File: src/include/pdac_pkg.sv
package pdac_pkg;
   localparam int DIGITS = 10;
   localparam int DIGIT_W = 4;
   localparam int NUM_W = DIGITS * DIGIT_W;
   localparam logic [NUM_W-1:0] NUM_RST = 40'h0000000000;

   localparam logic [7:0] OFS_CTRL = 8'h00;
   localparam logic [7:0] OFS_PRIM = 8'h04;
   localparam logic [7:0] OFS_HUNT = 8'h08;
   localparam logic [7:0] OFS_XPRIM = 8'h0C;
   localparam logic [7:0] OFS_XHUNT = 8'h10;
   localparam logic [7:0] OFS_XADD = 8'h14;
   localparam logic [7:0] OFS_STAT = 8'h18;
   localparam logic [7:0] OFS_IRQ = 8'h1C;
   localparam logic [7:0] OFS_MASK = 8'h20;
   localparam logic [7:0] OFS_LOAD = 8'h24;
   localparam logic [7:0] OFS_PROF = 8'h28;
   localparam logic [7:0] OFS_CALLING = 8'h2C;

   localparam int CTRL_AUTO = 0;
   localparam int CTRL_TRIG_LO = 1;
   localparam int CTRL_ESC_LO = 4;
   localparam int CTRL_TMO_LO = 8;
   localparam int CTRL_DIAL = 16;
   localparam int CTRL_HANG = 17;

   localparam logic [5:0] TMO_MIN = 6'h01;
   localparam logic [5:0] TMO_MAX = 6'h3C;
   localparam logic [5:0] TMO_RST = 6'h01;
   localparam int CLK_HZ = 50000000;
   localparam int SEC_NS = 1000000000;
   localparam int CLK_NS = SEC_NS / CLK_HZ;
   localparam int SEC_CYC = SEC_NS / CLK_NS;

   localparam int EV_LOADED = 0;
   localparam int EV_ANSWER = 1;
   localparam int EV_TIMEOUT = 2;
   localparam int EV_DIALED = 3;
   localparam int EV_REFUSED = 4;
   localparam int EV_W = 5;

   typedef enum logic [1:0] {TRIG_OFF, TRIG_DTR, TRIG_SER, TRIG_V25} pdac_trig_t;
   typedef enum logic [2:0] {
      ESC_STAR, ESC_HASH, ESC_5, ESC_6, ESC_7, ESC_9, ESC_0, ESC_00
   } pdac_esc_t;

   typedef struct packed {
      logic valid;
      logic imux;
      logic [NUM_W-1:0] number;
   } pdac_call_t;

   typedef struct packed {
      logic [7:0] addr;
      logic [31:0] wdata;
      logic wr;
      logic rd;
   } pdac_bus_t;
endpackage

File: src/pdac_sync.sv
`timescale 1ns/1ns
module pdac_sync #(
   parameter int W = 1
) (
   input wire logic clk_sys,
   input wire logic reset_n,
   input wire logic [W-1:0] d,
   output logic [W-1:0] q
);
   logic [W-1:0] meta_q;

   always_ff @(posedge clk_sys) begin
      if (!reset_n) begin
         meta_q <= '0;
         q <= '0;
      end else begin
         meta_q <= d;
         q <= meta_q;
      end
   end
endmodule

File: src/pdac_port.sv
// The register offsets and the address-and-strobe port were decided locally.
`timescale 1ns/1ns
module pdac_port #(
   parameter int SEC_CYCLES = pdac_pkg::SEC_CYC,
   parameter int PROF_W = 32
) (
   input wire logic clk_sys,
   input wire logic reset_n,
   input wire pdac_pkg::pdac_bus_t bus,
   output logic [31:0] rdata_q,
   input wire pdac_pkg::pdac_call_t call_in,
   input wire logic engine_free,
   input wire logic prior_port_free,
   input wire logic [PROF_W-1:0] tmpl_data,
   input wire logic dtr_pin,
   input wire logic ser_dial_cmd,
   input wire logic v25_dial_cmd,
   output logic call_accept_q,
   output logic call_reject_q,
   output logic ring_q,
   output logic dial_q,
   output logic hangup_q,
   output logic [pdac_pkg::NUM_W-1:0] calling_num_q,
   output logic [pdac_pkg::NUM_W-1:0] sync_add_num_q,
   output logic sync_add_valid_q,
   output logic port_free_q,
   output logic irq_q
);
   typedef enum logic [1:0] {ST_IDLE, ST_OFFER, ST_ACTIVE} pdac_state_t;

   pdac_state_t state_q;
   logic [pdac_pkg::NUM_W-1:0] prim_q;
   logic [pdac_pkg::NUM_W-1:0] hunt_q;
   logic [pdac_pkg::NUM_W-1:0] xprim_q;
   logic [pdac_pkg::NUM_W-1:0] xhunt_q;
   logic [pdac_pkg::NUM_W-1:0] xadd_q;
   logic auto_q;
   pdac_pkg::pdac_trig_t trig_q;
   pdac_pkg::pdac_esc_t esc_q;
   logic [5:0] tmo_q;
   logic loaded_q;
   logic [PROF_W-1:0] prof_q;
   logic [pdac_pkg::EV_W-1:0] irq_stat_q;
   logic [pdac_pkg::EV_W-1:0] irq_mask_q;
   logic [pdac_pkg::EV_W-1:0] ev;
   logic [31:0] sec_cnt_q;
   logic [5:0] wait_q;
   logic dtr_s;
   logic ser_s;
   logic v25_s;
   logic dtr_prev_q;
   logic ser_prev_q;
   logic v25_prev_q;
   logic dtr_rise;
   logic ser_rise;
   logic v25_rise;
   logic is_prim;
   logic is_group;
   logic offer_ok;
   logic trigger;
   logic dial_req;
   logic hang_req;
   logic free_now;
   logic offer_imux_q;

   pdac_sync #(.W(3)) u_sync (
      .clk_sys(clk_sys),
      .reset_n(reset_n),
      .d({dtr_pin, ser_dial_cmd, v25_dial_cmd}),
      .q({dtr_s, ser_s, v25_s})
   );

   // edge registers reset to the idle low level, so no false edge follows reset
   always_ff @(posedge clk_sys) begin
      if (!reset_n) begin
         dtr_prev_q <= 1'b0;
         ser_prev_q <= 1'b0;
         v25_prev_q <= 1'b0;
      end else begin
         dtr_prev_q <= dtr_s;
         ser_prev_q <= ser_s;
         v25_prev_q <= v25_s;
      end
   end

   assign dtr_rise = dtr_s & ~dtr_prev_q;
   assign ser_rise = ser_s & ~ser_prev_q;
   assign v25_rise = v25_s & ~v25_prev_q;

   wire wr_ctrl = bus.wr && bus.addr == pdac_pkg::OFS_CTRL;
   assign dial_req = wr_ctrl && bus.wdata[pdac_pkg::CTRL_DIAL];
   assign hang_req = wr_ctrl && bus.wdata[pdac_pkg::CTRL_HANG];
   wire load_req = bus.wr && bus.addr == pdac_pkg::OFS_LOAD;

   // configuration registers; clamped timeout keeps the wait in 1..60
   always_ff @(posedge clk_sys) begin
      if (!reset_n) begin
         prim_q <= pdac_pkg::NUM_RST;
         hunt_q <= pdac_pkg::NUM_RST;
         xprim_q <= pdac_pkg::NUM_RST;
         xhunt_q <= pdac_pkg::NUM_RST;
         xadd_q <= pdac_pkg::NUM_RST;
         auto_q <= 1'b1;
         trig_q <= pdac_pkg::TRIG_OFF;
         esc_q <= pdac_pkg::ESC_STAR;
         tmo_q <= pdac_pkg::TMO_RST;
      end else if (bus.wr) begin
         unique case (bus.addr)
            pdac_pkg::OFS_CTRL: begin
               auto_q <= bus.wdata[pdac_pkg::CTRL_AUTO];
               trig_q <= pdac_pkg::pdac_trig_t'(bus.wdata[pdac_pkg::CTRL_TRIG_LO +: 2]);
               esc_q <= pdac_pkg::pdac_esc_t'(bus.wdata[pdac_pkg::CTRL_ESC_LO +: 3]);
               if (bus.wdata[pdac_pkg::CTRL_TMO_LO +: 6] < pdac_pkg::TMO_MIN) begin
                  tmo_q <= pdac_pkg::TMO_MIN;
               end else if (bus.wdata[pdac_pkg::CTRL_TMO_LO +: 6] > pdac_pkg::TMO_MAX) begin
                  tmo_q <= pdac_pkg::TMO_MAX;
               end else begin
                  tmo_q <= bus.wdata[pdac_pkg::CTRL_TMO_LO +: 6];
               end
            end
            // digits 8 and 9 repeat the low byte: only eight digits are set on their own
            pdac_pkg::OFS_PRIM: prim_q <= {bus.wdata[7:0], bus.wdata[31:0]};
            pdac_pkg::OFS_HUNT: hunt_q <= {bus.wdata[7:0], bus.wdata[31:0]};
            pdac_pkg::OFS_XPRIM: xprim_q <= {bus.wdata[7:0], bus.wdata[31:0]};
            pdac_pkg::OFS_XHUNT: xhunt_q <= {bus.wdata[7:0], bus.wdata[31:0]};
            pdac_pkg::OFS_XADD: xadd_q <= {bus.wdata[7:0], bus.wdata[31:0]};
            default: ;
         endcase
      end
   end

   // profile copy: the template word is captured whole in one cycle
   always_ff @(posedge clk_sys) begin
      if (!reset_n) begin
         loaded_q <= 1'b0;
         prof_q <= '0;
         calling_num_q <= pdac_pkg::NUM_RST;
      end else if (load_req) begin
         loaded_q <= 1'b1;
         prof_q <= tmpl_data;
         calling_num_q <= prim_q;
      end
   end

   // address match for incoming calls
   always_comb begin
      is_prim = call_in.imux ? (call_in.number == xprim_q) : (call_in.number == prim_q);
      is_group = call_in.imux ? (call_in.number == xhunt_q) : (call_in.number == hunt_q);
   end

   // a group call is taken only if no earlier port in the chain is free
   assign free_now = state_q == ST_IDLE;
   always_comb begin
      offer_ok = 1'b0;
      if (call_in.valid && free_now) begin
         if (is_prim) begin
            offer_ok = !call_in.imux || engine_free;
         end else if (is_group && !prior_port_free) begin
            offer_ok = !call_in.imux || engine_free;
         end
      end
   end

   always_comb begin
      unique case (trig_q)
         pdac_pkg::TRIG_OFF: trigger = 1'b0;
         pdac_pkg::TRIG_DTR: trigger = dtr_rise;
         pdac_pkg::TRIG_SER: trigger = ser_rise;
         pdac_pkg::TRIG_V25: trigger = v25_rise;
      endcase
   end

   wire want_dial = trigger || dial_req;
   // an offered call wins over a dial request in the same cycle
   wire can_dial = want_dial && loaded_q && free_now && !offer_ok;

   // call state; second tick counts the answer wait
   always_ff @(posedge clk_sys) begin
      if (!reset_n) begin
         state_q <= ST_IDLE;
         sec_cnt_q <= '0;
         wait_q <= '0;
      end else begin
         unique case (state_q)
            ST_IDLE: begin
               if (offer_ok && auto_q) begin
                  state_q <= ST_ACTIVE;
               end else if (offer_ok) begin
                  state_q <= ST_OFFER;
                  sec_cnt_q <= '0;
                  wait_q <= tmo_q;
               end else if (can_dial) begin
                  state_q <= ST_ACTIVE;
               end
            end
            ST_OFFER: begin
               // dtr is taken as a level: a dte that already holds it up answers at once
               if (dtr_s) begin
                  state_q <= ST_ACTIVE;
               end else if (hang_req) begin
                  state_q <= ST_IDLE;
               end else if (sec_cnt_q == 32'(SEC_CYCLES - 1)) begin
                  sec_cnt_q <= '0;
                  if (wait_q == 6'h01) begin
                     state_q <= ST_IDLE;
                  end
                  wait_q <= wait_q - 6'h01;
               end else begin
                  sec_cnt_q <= sec_cnt_q + 32'h00000001;
               end
            end
            ST_ACTIVE: begin
               if (hang_req) begin
                  state_q <= ST_IDLE;
               end
            end
            default: state_q <= ST_IDLE;
         endcase
      end
   end

   wire tmo_ev = state_q == ST_OFFER && !dtr_s && !hang_req && wait_q == 6'h01 &&
      sec_cnt_q == 32'(SEC_CYCLES - 1);
   wire ans_ev = (state_q == ST_IDLE && offer_ok && auto_q) || (state_q == ST_OFFER && dtr_s);
   // rejected calls: any addressed call we cannot take while busy, without engine, or as a group call left to a free earlier port
   wire rej_ev = call_in.valid && (is_prim || is_group) && !offer_ok;

   // call-control outputs
   always_ff @(posedge clk_sys) begin
      if (!reset_n) begin
         call_accept_q <= 1'b0;
         call_reject_q <= 1'b0;
         ring_q <= 1'b0;
         dial_q <= 1'b0;
         hangup_q <= 1'b0;
         port_free_q <= 1'b1;
      end else begin
         call_accept_q <= ans_ev;
         call_reject_q <= rej_ev || tmo_ev;
         ring_q <= (state_q == ST_IDLE && offer_ok && !auto_q) ||
            (state_q == ST_OFFER && !dtr_s && !hang_req && !tmo_ev);
         dial_q <= can_dial;
         hangup_q <= hang_req && state_q != ST_IDLE;
         port_free_q <= state_q == ST_IDLE && !offer_ok && !can_dial;
      end
   end

   // a manual answer comes after call_in has gone, so the imux case is kept
   always_ff @(posedge clk_sys) begin
      if (!reset_n) begin
         offer_imux_q <= 1'b0;
      end else if (state_q == ST_IDLE && offer_ok) begin
         offer_imux_q <= call_in.imux && is_prim;
      end
   end

   wire imux_answer = state_q == ST_IDLE ? call_in.imux && is_prim : offer_imux_q;

   always_ff @(posedge clk_sys) begin
      if (!reset_n) begin
         sync_add_num_q <= pdac_pkg::NUM_RST;
         sync_add_valid_q <= 1'b0;
      end else if (ans_ev && imux_answer) begin
         // zero add number means primary-only sync
         sync_add_num_q <= xadd_q;
         sync_add_valid_q <= xadd_q != pdac_pkg::NUM_RST;
      end else if (state_q == ST_IDLE) begin
         sync_add_valid_q <= 1'b0;
      end
   end

   assign ev[pdac_pkg::EV_LOADED] = load_req;
   assign ev[pdac_pkg::EV_ANSWER] = ans_ev;
   assign ev[pdac_pkg::EV_TIMEOUT] = tmo_ev;
   assign ev[pdac_pkg::EV_DIALED] = can_dial;
   assign ev[pdac_pkg::EV_REFUSED] = want_dial && !can_dial;

   // sticky status: a new event beats a simultaneous write-one clear
   always_ff @(posedge clk_sys) begin
      if (!reset_n) begin
         irq_stat_q <= '0;
         irq_q <= 1'b0;
      end else begin
         if (bus.wr && bus.addr == pdac_pkg::OFS_IRQ) begin
            irq_stat_q <= (irq_stat_q & ~bus.wdata[pdac_pkg::EV_W-1:0]) | ev;
         end else begin
            irq_stat_q <= irq_stat_q | ev;
         end
         irq_q <= |(irq_stat_q & irq_mask_q);
      end
   end

   always_ff @(posedge clk_sys) begin
      if (!reset_n) begin
         irq_mask_q <= '0;
      end else if (bus.wr && bus.addr == pdac_pkg::OFS_MASK) begin
         irq_mask_q <= bus.wdata[pdac_pkg::EV_W-1:0];
      end
   end

   // read port: data valid in the cycle after the strobe only
   always_ff @(posedge clk_sys) begin
      if (!reset_n) begin
         rdata_q <= '0;
      end else if (bus.rd) begin
         unique case (bus.addr)
            pdac_pkg::OFS_CTRL: rdata_q <= {18'h00000, tmo_q, 1'b0, esc_q, 1'b0, trig_q, auto_q};
            pdac_pkg::OFS_PRIM: rdata_q <= prim_q[31:0];
            pdac_pkg::OFS_HUNT: rdata_q <= hunt_q[31:0];
            pdac_pkg::OFS_XPRIM: rdata_q <= xprim_q[31:0];
            pdac_pkg::OFS_XHUNT: rdata_q <= xhunt_q[31:0];
            pdac_pkg::OFS_XADD: rdata_q <= xadd_q[31:0];
            pdac_pkg::OFS_STAT: rdata_q <= {28'h0000000, dtr_s, loaded_q, 2'(state_q)};
            pdac_pkg::OFS_IRQ: rdata_q <= {27'h0000000, irq_stat_q};
            pdac_pkg::OFS_MASK: rdata_q <= {27'h0000000, irq_mask_q};
            pdac_pkg::OFS_PROF: rdata_q <= 32'(prof_q);
            pdac_pkg::OFS_CALLING: rdata_q <= calling_num_q[31:0];
            default: rdata_q <= 32'h00000000;
         endcase
      end else begin
         rdata_q <= 32'h00000000;
      end
   end
endmodule

File: config.mk
export PLATFORM = sky130hd
export DESIGN_NAME = pdac_port
export DESIGN_NICKNAME = d
export VERILOG_FILES = /design/src/include/pdac_pkg.sv /design/src/pdac_sync.sv /design/src/pdac_port.sv
export SDC_FILE = /design/constraint.sdc
export NUM_CORES = 1
export LEC_CHECK = 0
export BUFFER_PORTS_ARGS = -buffer_cell sky130_fd_sc_hd__clkbuf_2
export CAP_MARGIN = 0
export CORE_MARGIN = 2
export CORE_UTILIZATION = 25
export DETAILED_ROUTE_END_ITERATION = 8
export PLACE_DENSITY = 0.51
export REMOVE_ABC_BUFFERS = 1
export SYNTH_ARGS = -nofsm -noshare
export SYNTH_HDL_FRONTEND = slang
export SYNTH_SLANG_ARGS = --single-unit
File: constraint.sdc
create_clock -name clk_sys -period 3.3 [get_ports clk_sys]
set_input_delay 0.66 -clock clk_sys [delete_from_list [all_inputs] [get_ports clk_sys]]
set_output_delay 0.66 -clock clk_sys [all_outputs]
set_load 0.05 [all_outputs]
After elaboration in Yosys (flattened, before gate mapping):

Cells that the tools add are included.

* add/sub/neg operators: 2
* order comparisons: 2
* eq/ne operators: 31
* multiplexer cells: 34
* bitwise logic cells: 11
* reductions and logical operators: 61

Operators with widths (count)
* 32-bit case mux with 11 select lines: 1
* 40-bit equality test: 4
* 32-bit 2-to-1 mux: 5
* 32-bit case mux with 2 select lines: 1
* 6-bit 2-to-1 mux: 7
* 40-bit nonzero test: 1
* 32-bit by 1-bit adder with 32-bit output (second input constant): 1
* 32-bit by 26-bit equality test with 1-bit output (second input constant): 1
* 8-bit by 5-bit equality test with 1-bit output (second input constant): 4
* 8-bit by 6-bit equality test with 1-bit output (second input constant): 4
* 1-bit logical AND: 29
* 8-bit by 4-bit equality test with 1-bit output (second input constant): 2
* 2-bit 2-to-1 mux: 8
* 2-bit AND reduction: 7
* 4-bit by 2-bit inequality test with 1-bit output (second input constant): 3
* 6-bit case mux with 2 select lines: 1
* 5-bit AND: 2
* 2-bit inequality test (second input constant): 5
* 5-bit bitwise OR: 2
* 8-bit by 3-bit equality test with 1-bit output (second input constant): 1
* 1-bit logical NOT: 8
* 8-bit logical NOT: 1
* 1-bit 2-to-1 mux: 8
* 2-bit equality test (second input constant): 3
* other kinds (19): 32

* bits in registers: 425
* input bits: 123
* logic and storage cells: 174

Logic depth before layout (Yosys ltp):

* word-level depth: 12
* mapped depth: 13

By module:

Synthesis repeated with hierarchy kept, for this count alone.

* cell total of the unflattened synthesis: 2028
* area total of the unflattened synthesis: 16493.3 µm²

By module, submodules not included
* pdac_port: instances 1, cells an instance 2016, area an instance 16335.7 µm²
* pdac_sync: instances 1, cells an instance 12, area an instance 157.7 µm²

Least setup slack after synthesis:

No wires, ideal clock.

* kind: input port to flip-flop
* from: input port call_in[40] in the netlist's numbering
* to: register sec_cnt_q[7]
* library setup time: 0.072 ns
* arrival: 3.011 ns
* data required time: 3.228 ns
* setup slack: 0.217 ns
* cell stages on the path: 13
* cell sequence: buf_6 -> buf_2 -> buf_2 -> mux2i_1 -> xnor2_1 -> nor4_1 -> nand4_1 -> nor2_2 -> o211ai_2 -> buf_2 -> buf_2 -> a21oi_1 -> mux2i_1

* longest elaborated chain between the ends: 8
* elaborated cells on any way between the ends: 12

RTL lines
* from (decl): line pdac_port.sv:11 `input wire pdac_pkg::pdac_call_t call_in,`
* 1-bit 2-to-1 mux / 1-bit logical NOT (equally long branches): line pdac_port.sv:148, pdac_port.sv:157, pdac_port.sv:159
* 1-bit logical AND / 1-bit logical OR (equally long branches): line pdac_port.sv:158, pdac_port.sv:157, pdac_port.sv:159
* 1-bit 2-to-1 mux: line pdac_port.sv:158 `end else if (is_group && !prior_port_free) begin`
* 1-bit 2-to-1 mux *: line pdac_port.sv:156 `if (is_prim) begin`
* 1-bit 2-to-1 mux *: line pdac_port.sv:155 `if (call_in.valid && free_now) begin`
* 1-bit logical AND: line pdac_port.sv:186 `if (offer_ok && auto_q) begin`
* 2-bit inequality test (no line)
* 5-bit AND reduction (no line) *
* to (signal assigned): line pdac_port.sv:209 `sec_cnt_q <= sec_cnt_q + 32'h00000001;`
* to (decl): line pdac_port.sv:46 `logic [31:0] sec_cnt_q;`

Mark *: on every way between the ends. The rest lies on a longest branch, timed or not.
A chain may end at the register's enable or synchronous reset.

Worst setup path in the final report:

* from: input port call_in[40] in the netlist's numbering
* to: register sec_cnt_q[26]

The elaborated chain is that of the path after synthesis.

==> impl_results.md <==
* Predominant post-synthesis flop cell: dfxtp_1
* Tot GR Track Use at 0.1910
* CTS tree: built
* Starting density of the core at 0.2525
* Final Hold Fails at 0
* Layout Skew at around 0.028 ns
* Fmax at 0.3193 GHz
* Clock Sinks at 369
* Final setup margin at 0.1684 ns
* Synth top area cells: dfxtp_1, nand2_1, a21boi_0
* Dominant cell type by area after synthesis: dfxtp_1
* Max Cap Viol at 0
* Fraction of layout cells with a size suffix above 1 at 0.1939
* DRT Pass-1 Iters at 9
* Min Tclk post-route at 3.132 ns
* Post-synth EDFFs at 0
* First-pass GRT wire length at between 100000 and 150000 um
* Crit. End Element: register
* Synth-to-Final Area Change at 24.00%
* Critical Path Start: call_in[40]
* Hold_buf cts at 0
* H-tree depth at 2
* Cell variety after synth at 58
* Reg2reg setup slack at 0.32 ns
* Pwr Total at 9.984 mW
* Place WS at -0.4556 ns
* Setup-failing EPs final at 0
* Final Non-Filler Cells at 3232
* DRC viols at 0
* Die area at 71520 sq um
* Final period util at 0.9490
* Clk_lat worst skew at 0.59 ns
* Final GP Congestion at 0.8945
* Lkg Pwr at 7.544 nW
* Root Buffer Master: clkbuf_16
* Commonest cells after routing, fill and taps aside: nand2_1, dfxtp_1, clkbuf_2, a21boi_0, mux2i_1
* Status: finished, final reports clean
* #FFs+latches synth at 369
* WS Path Type: in2reg
* Commonest non-fill, non-tap cell in the layout: nand2_1
* # rows at 96
* Unrepaired setup endpoints after global routing: false
* Setup TNS at 0 ns
* Initial antenna violation count at 7
* Final hold slack at 0.3074 ns
* Via-to-Cell Ratio at 5.043
* Worst Setup EP: sec_cnt_q[26]
* CTS buffer count at 43
* Max clock buf depth at 3
* FF-to-FF End: sec_cnt_q[26]
* Crit path max fanout at 43
* Nets@finish at 2396
* Routed Antenna Nets at 0
* Detailed Route WL at 70380 um
* Path depth of the worst reg2reg path at 12
* Synth Instances at 2054
* FFs w/ async S/R, synth at 0
* Post-CTS sizing at 0
* Finished Cell Area at approximately 22000 sq um
* Slew margin rel. at 0.2822
* Warnings, synthesis at 0
* Largest net degree at the start of global routing at 151
* Syn_area_per_cell at 8.447 sq um
* Synth top area share at 0.4258
* Starting DRT DRC Count at 1703
* Worst r2r src: hunt_q[18]
* Slew Viols, Final at 0
* Post-DP HPWL at roughly 50000 um
* Crit path DAT at 3.62 ns
* Vias in the first global route at approximately 16000
* Final core utilization at 0.3131
* Slew at the pin closest to its max-slew limit at 1.067 ns
* HP Class: in2reg
* CTS clock-pin slew for the worst setup and hold paths at 0.06 ns
* Post-DP Area at between 20000 and 25000 sq um
* Io pins at between 200 and 250
* Post-CTS setup buffer count at 0
* Total number of vias at roughly 16000
* Startpoint type of the worst setup path: primary input
* Pwr dens at 464.1 nW/um^2
* Core area at 68710 sq um
* WL/cell at about 22 um
* Sequential area share after synthesis at 0.4258
* Die W at 267.4 um
* Grt ovf at 0
* Post-Synthesis Cell Area at 17350 sq um
* Worst Path Required at 3.79 ns
* Count of input and output buffers at roughly 240
* Placed Cells incl. Taps at 3156
* Die Y-Extent at 267.4 um
* Peak VDD IR at roughly 310 uV
## worst max-delay path: stages
cell and delay [ns]:
buf_4 0.26, buf_12 0.17, buf_12 0.16, mux2i_1 0.25, xnor2_1 0.10, nor4_2 0.33
nand4_1 0.14, buf_4 0.18, nor4_4 0.27, buf_4 0.19, o211ai_4 0.09, buf_12 0.19
buf_4 0.18, a21oi_1 0.20, mux2i_1 0.21
## metal layers
metal	track usage	part of all wire	routed length (um)	vias up
li1	-	-	-	7641
met2	0.3192	0.47	33050	618
met3	0.03742	0.077	5395	103
met4	0.04877	0.022	1516	12
met1	0.2512	0.43	30350	7925
met5	0	0.0010	73	-
## synthesized netlist by cell type, types with 5 or more instances
| master | number |
|---|---|
| a32o_1 | 8 |
| and3_1 | 9 |
| and2_1 | 29 |
| nand4b_1 | 16 |
| a22o_1 | 22 |
| clkbuf_1 | 140 |
| mux2i_1 | 126 |
| nor2_1 | 46 |
| and3b_1 | 7 |
| a21boi_0 | 239 |
| inv_1 | 8 |
| buf_6 | 7 |
| buf_2 | 9 |
| nor3_1 | 7 |
| o21a_1 | 5 |
| nor3b_1 | 8 |
| o21ai_0 | 12 |
| a221oi_1 | 19 |
| a21boi_1 | 10 |
| o2bb2ai_1 | 12 |
| nand3_1 | 25 |
| a222oi_1 | 23 |
| a31oi_1 | 36 |
| xnor2_1 | 50 |
| nor4_1 | 29 |
| a21oi_1 | 28 |
| buf_4 | 19 |
| a22oi_1 | 62 |
| buf_1 | 7 |
| nand4_1 | 29 |
| dfxtp_1 | 369 |
| nand2_1 | 587 |
## state kept, by name, indices dropped and copies added (netlist names), 5 cells and up
name / cells
wait_q: 6
hunt_q: 32
sec_cnt_q: 32
xhunt_q: 32
calling_num_q: 32
tmo_q: 6
rdata_q: 32
sync_add_num_q: 32
prof_q: 32
irq_stat_q: 5
irq_mask_q: 5
prim_q: 32
xprim_q: 32
xadd_q: 32
## final cells by class
| class | count | area (sq um) |
|---|---|---|
| Fill cell | 7272 | 47190 |
| Multi-Input combinational cell | 1495 | 9188 |
| Sequential cell | 369 | 7387 |
| Timing Repair Buffer | 353 | 2270 |
| Clock buffer | 55 | 1191 |
| Tap cell | 931 | 1165 |
| Clock inverter | 20 | 281.5 |
| Inverter | 8 | 30.03 |
| Antenna cell | 1 | 2.502 |
## worst min path at each step
stage / startpoint / end / slack (ns) / depth (start not counted)
CTS: tmpl_data[25] / prof_q[25] / 0.28 / 3
finish: tmpl_data[13] / prof_q[13] / 0.31 / 3
floorplan: u_sync.meta_q[0] / u_sync.q[0] / 0.41 / 1
global route: tmpl_data[25] / prof_q[25] / 0.31 / 3
detailed placement: u_sync.meta_q[2] / u_sync.q[2] / 0.42 / 1
global placement: u_sync.meta_q[0] / u_sync.q[0] / 0.42 / 1
## cell families (layout without fill, tap and decap cells)
kind of cell | count (synthesis) | in the layout | share of synthesized area
fa+ha+maj | 3 | 3 | 0.002164
simple gates | 818 | 818 | 0.2080
other cells | 0 | 1 | 0
xor+xnor | 50 | 50 | 0.02524
mux | 127 | 127 | 0.07334
buf+inv | 190 | 436 | 0.04889
compound gates | 497 | 497 | 0.2166
flops | 369 | 369 | 0.4258
## where the power goes
part	total (mW)	internal, mW	switching (mW)	leakage (nW)
registers	4.47	4.46	0.00565	2.97
clock network	5.06	3.02	2.03	0.730
logic	0.458	0.180	0.278	3.84
total	9.98	7.67	2.32	7.54
(Power assumes the default switching activity.)
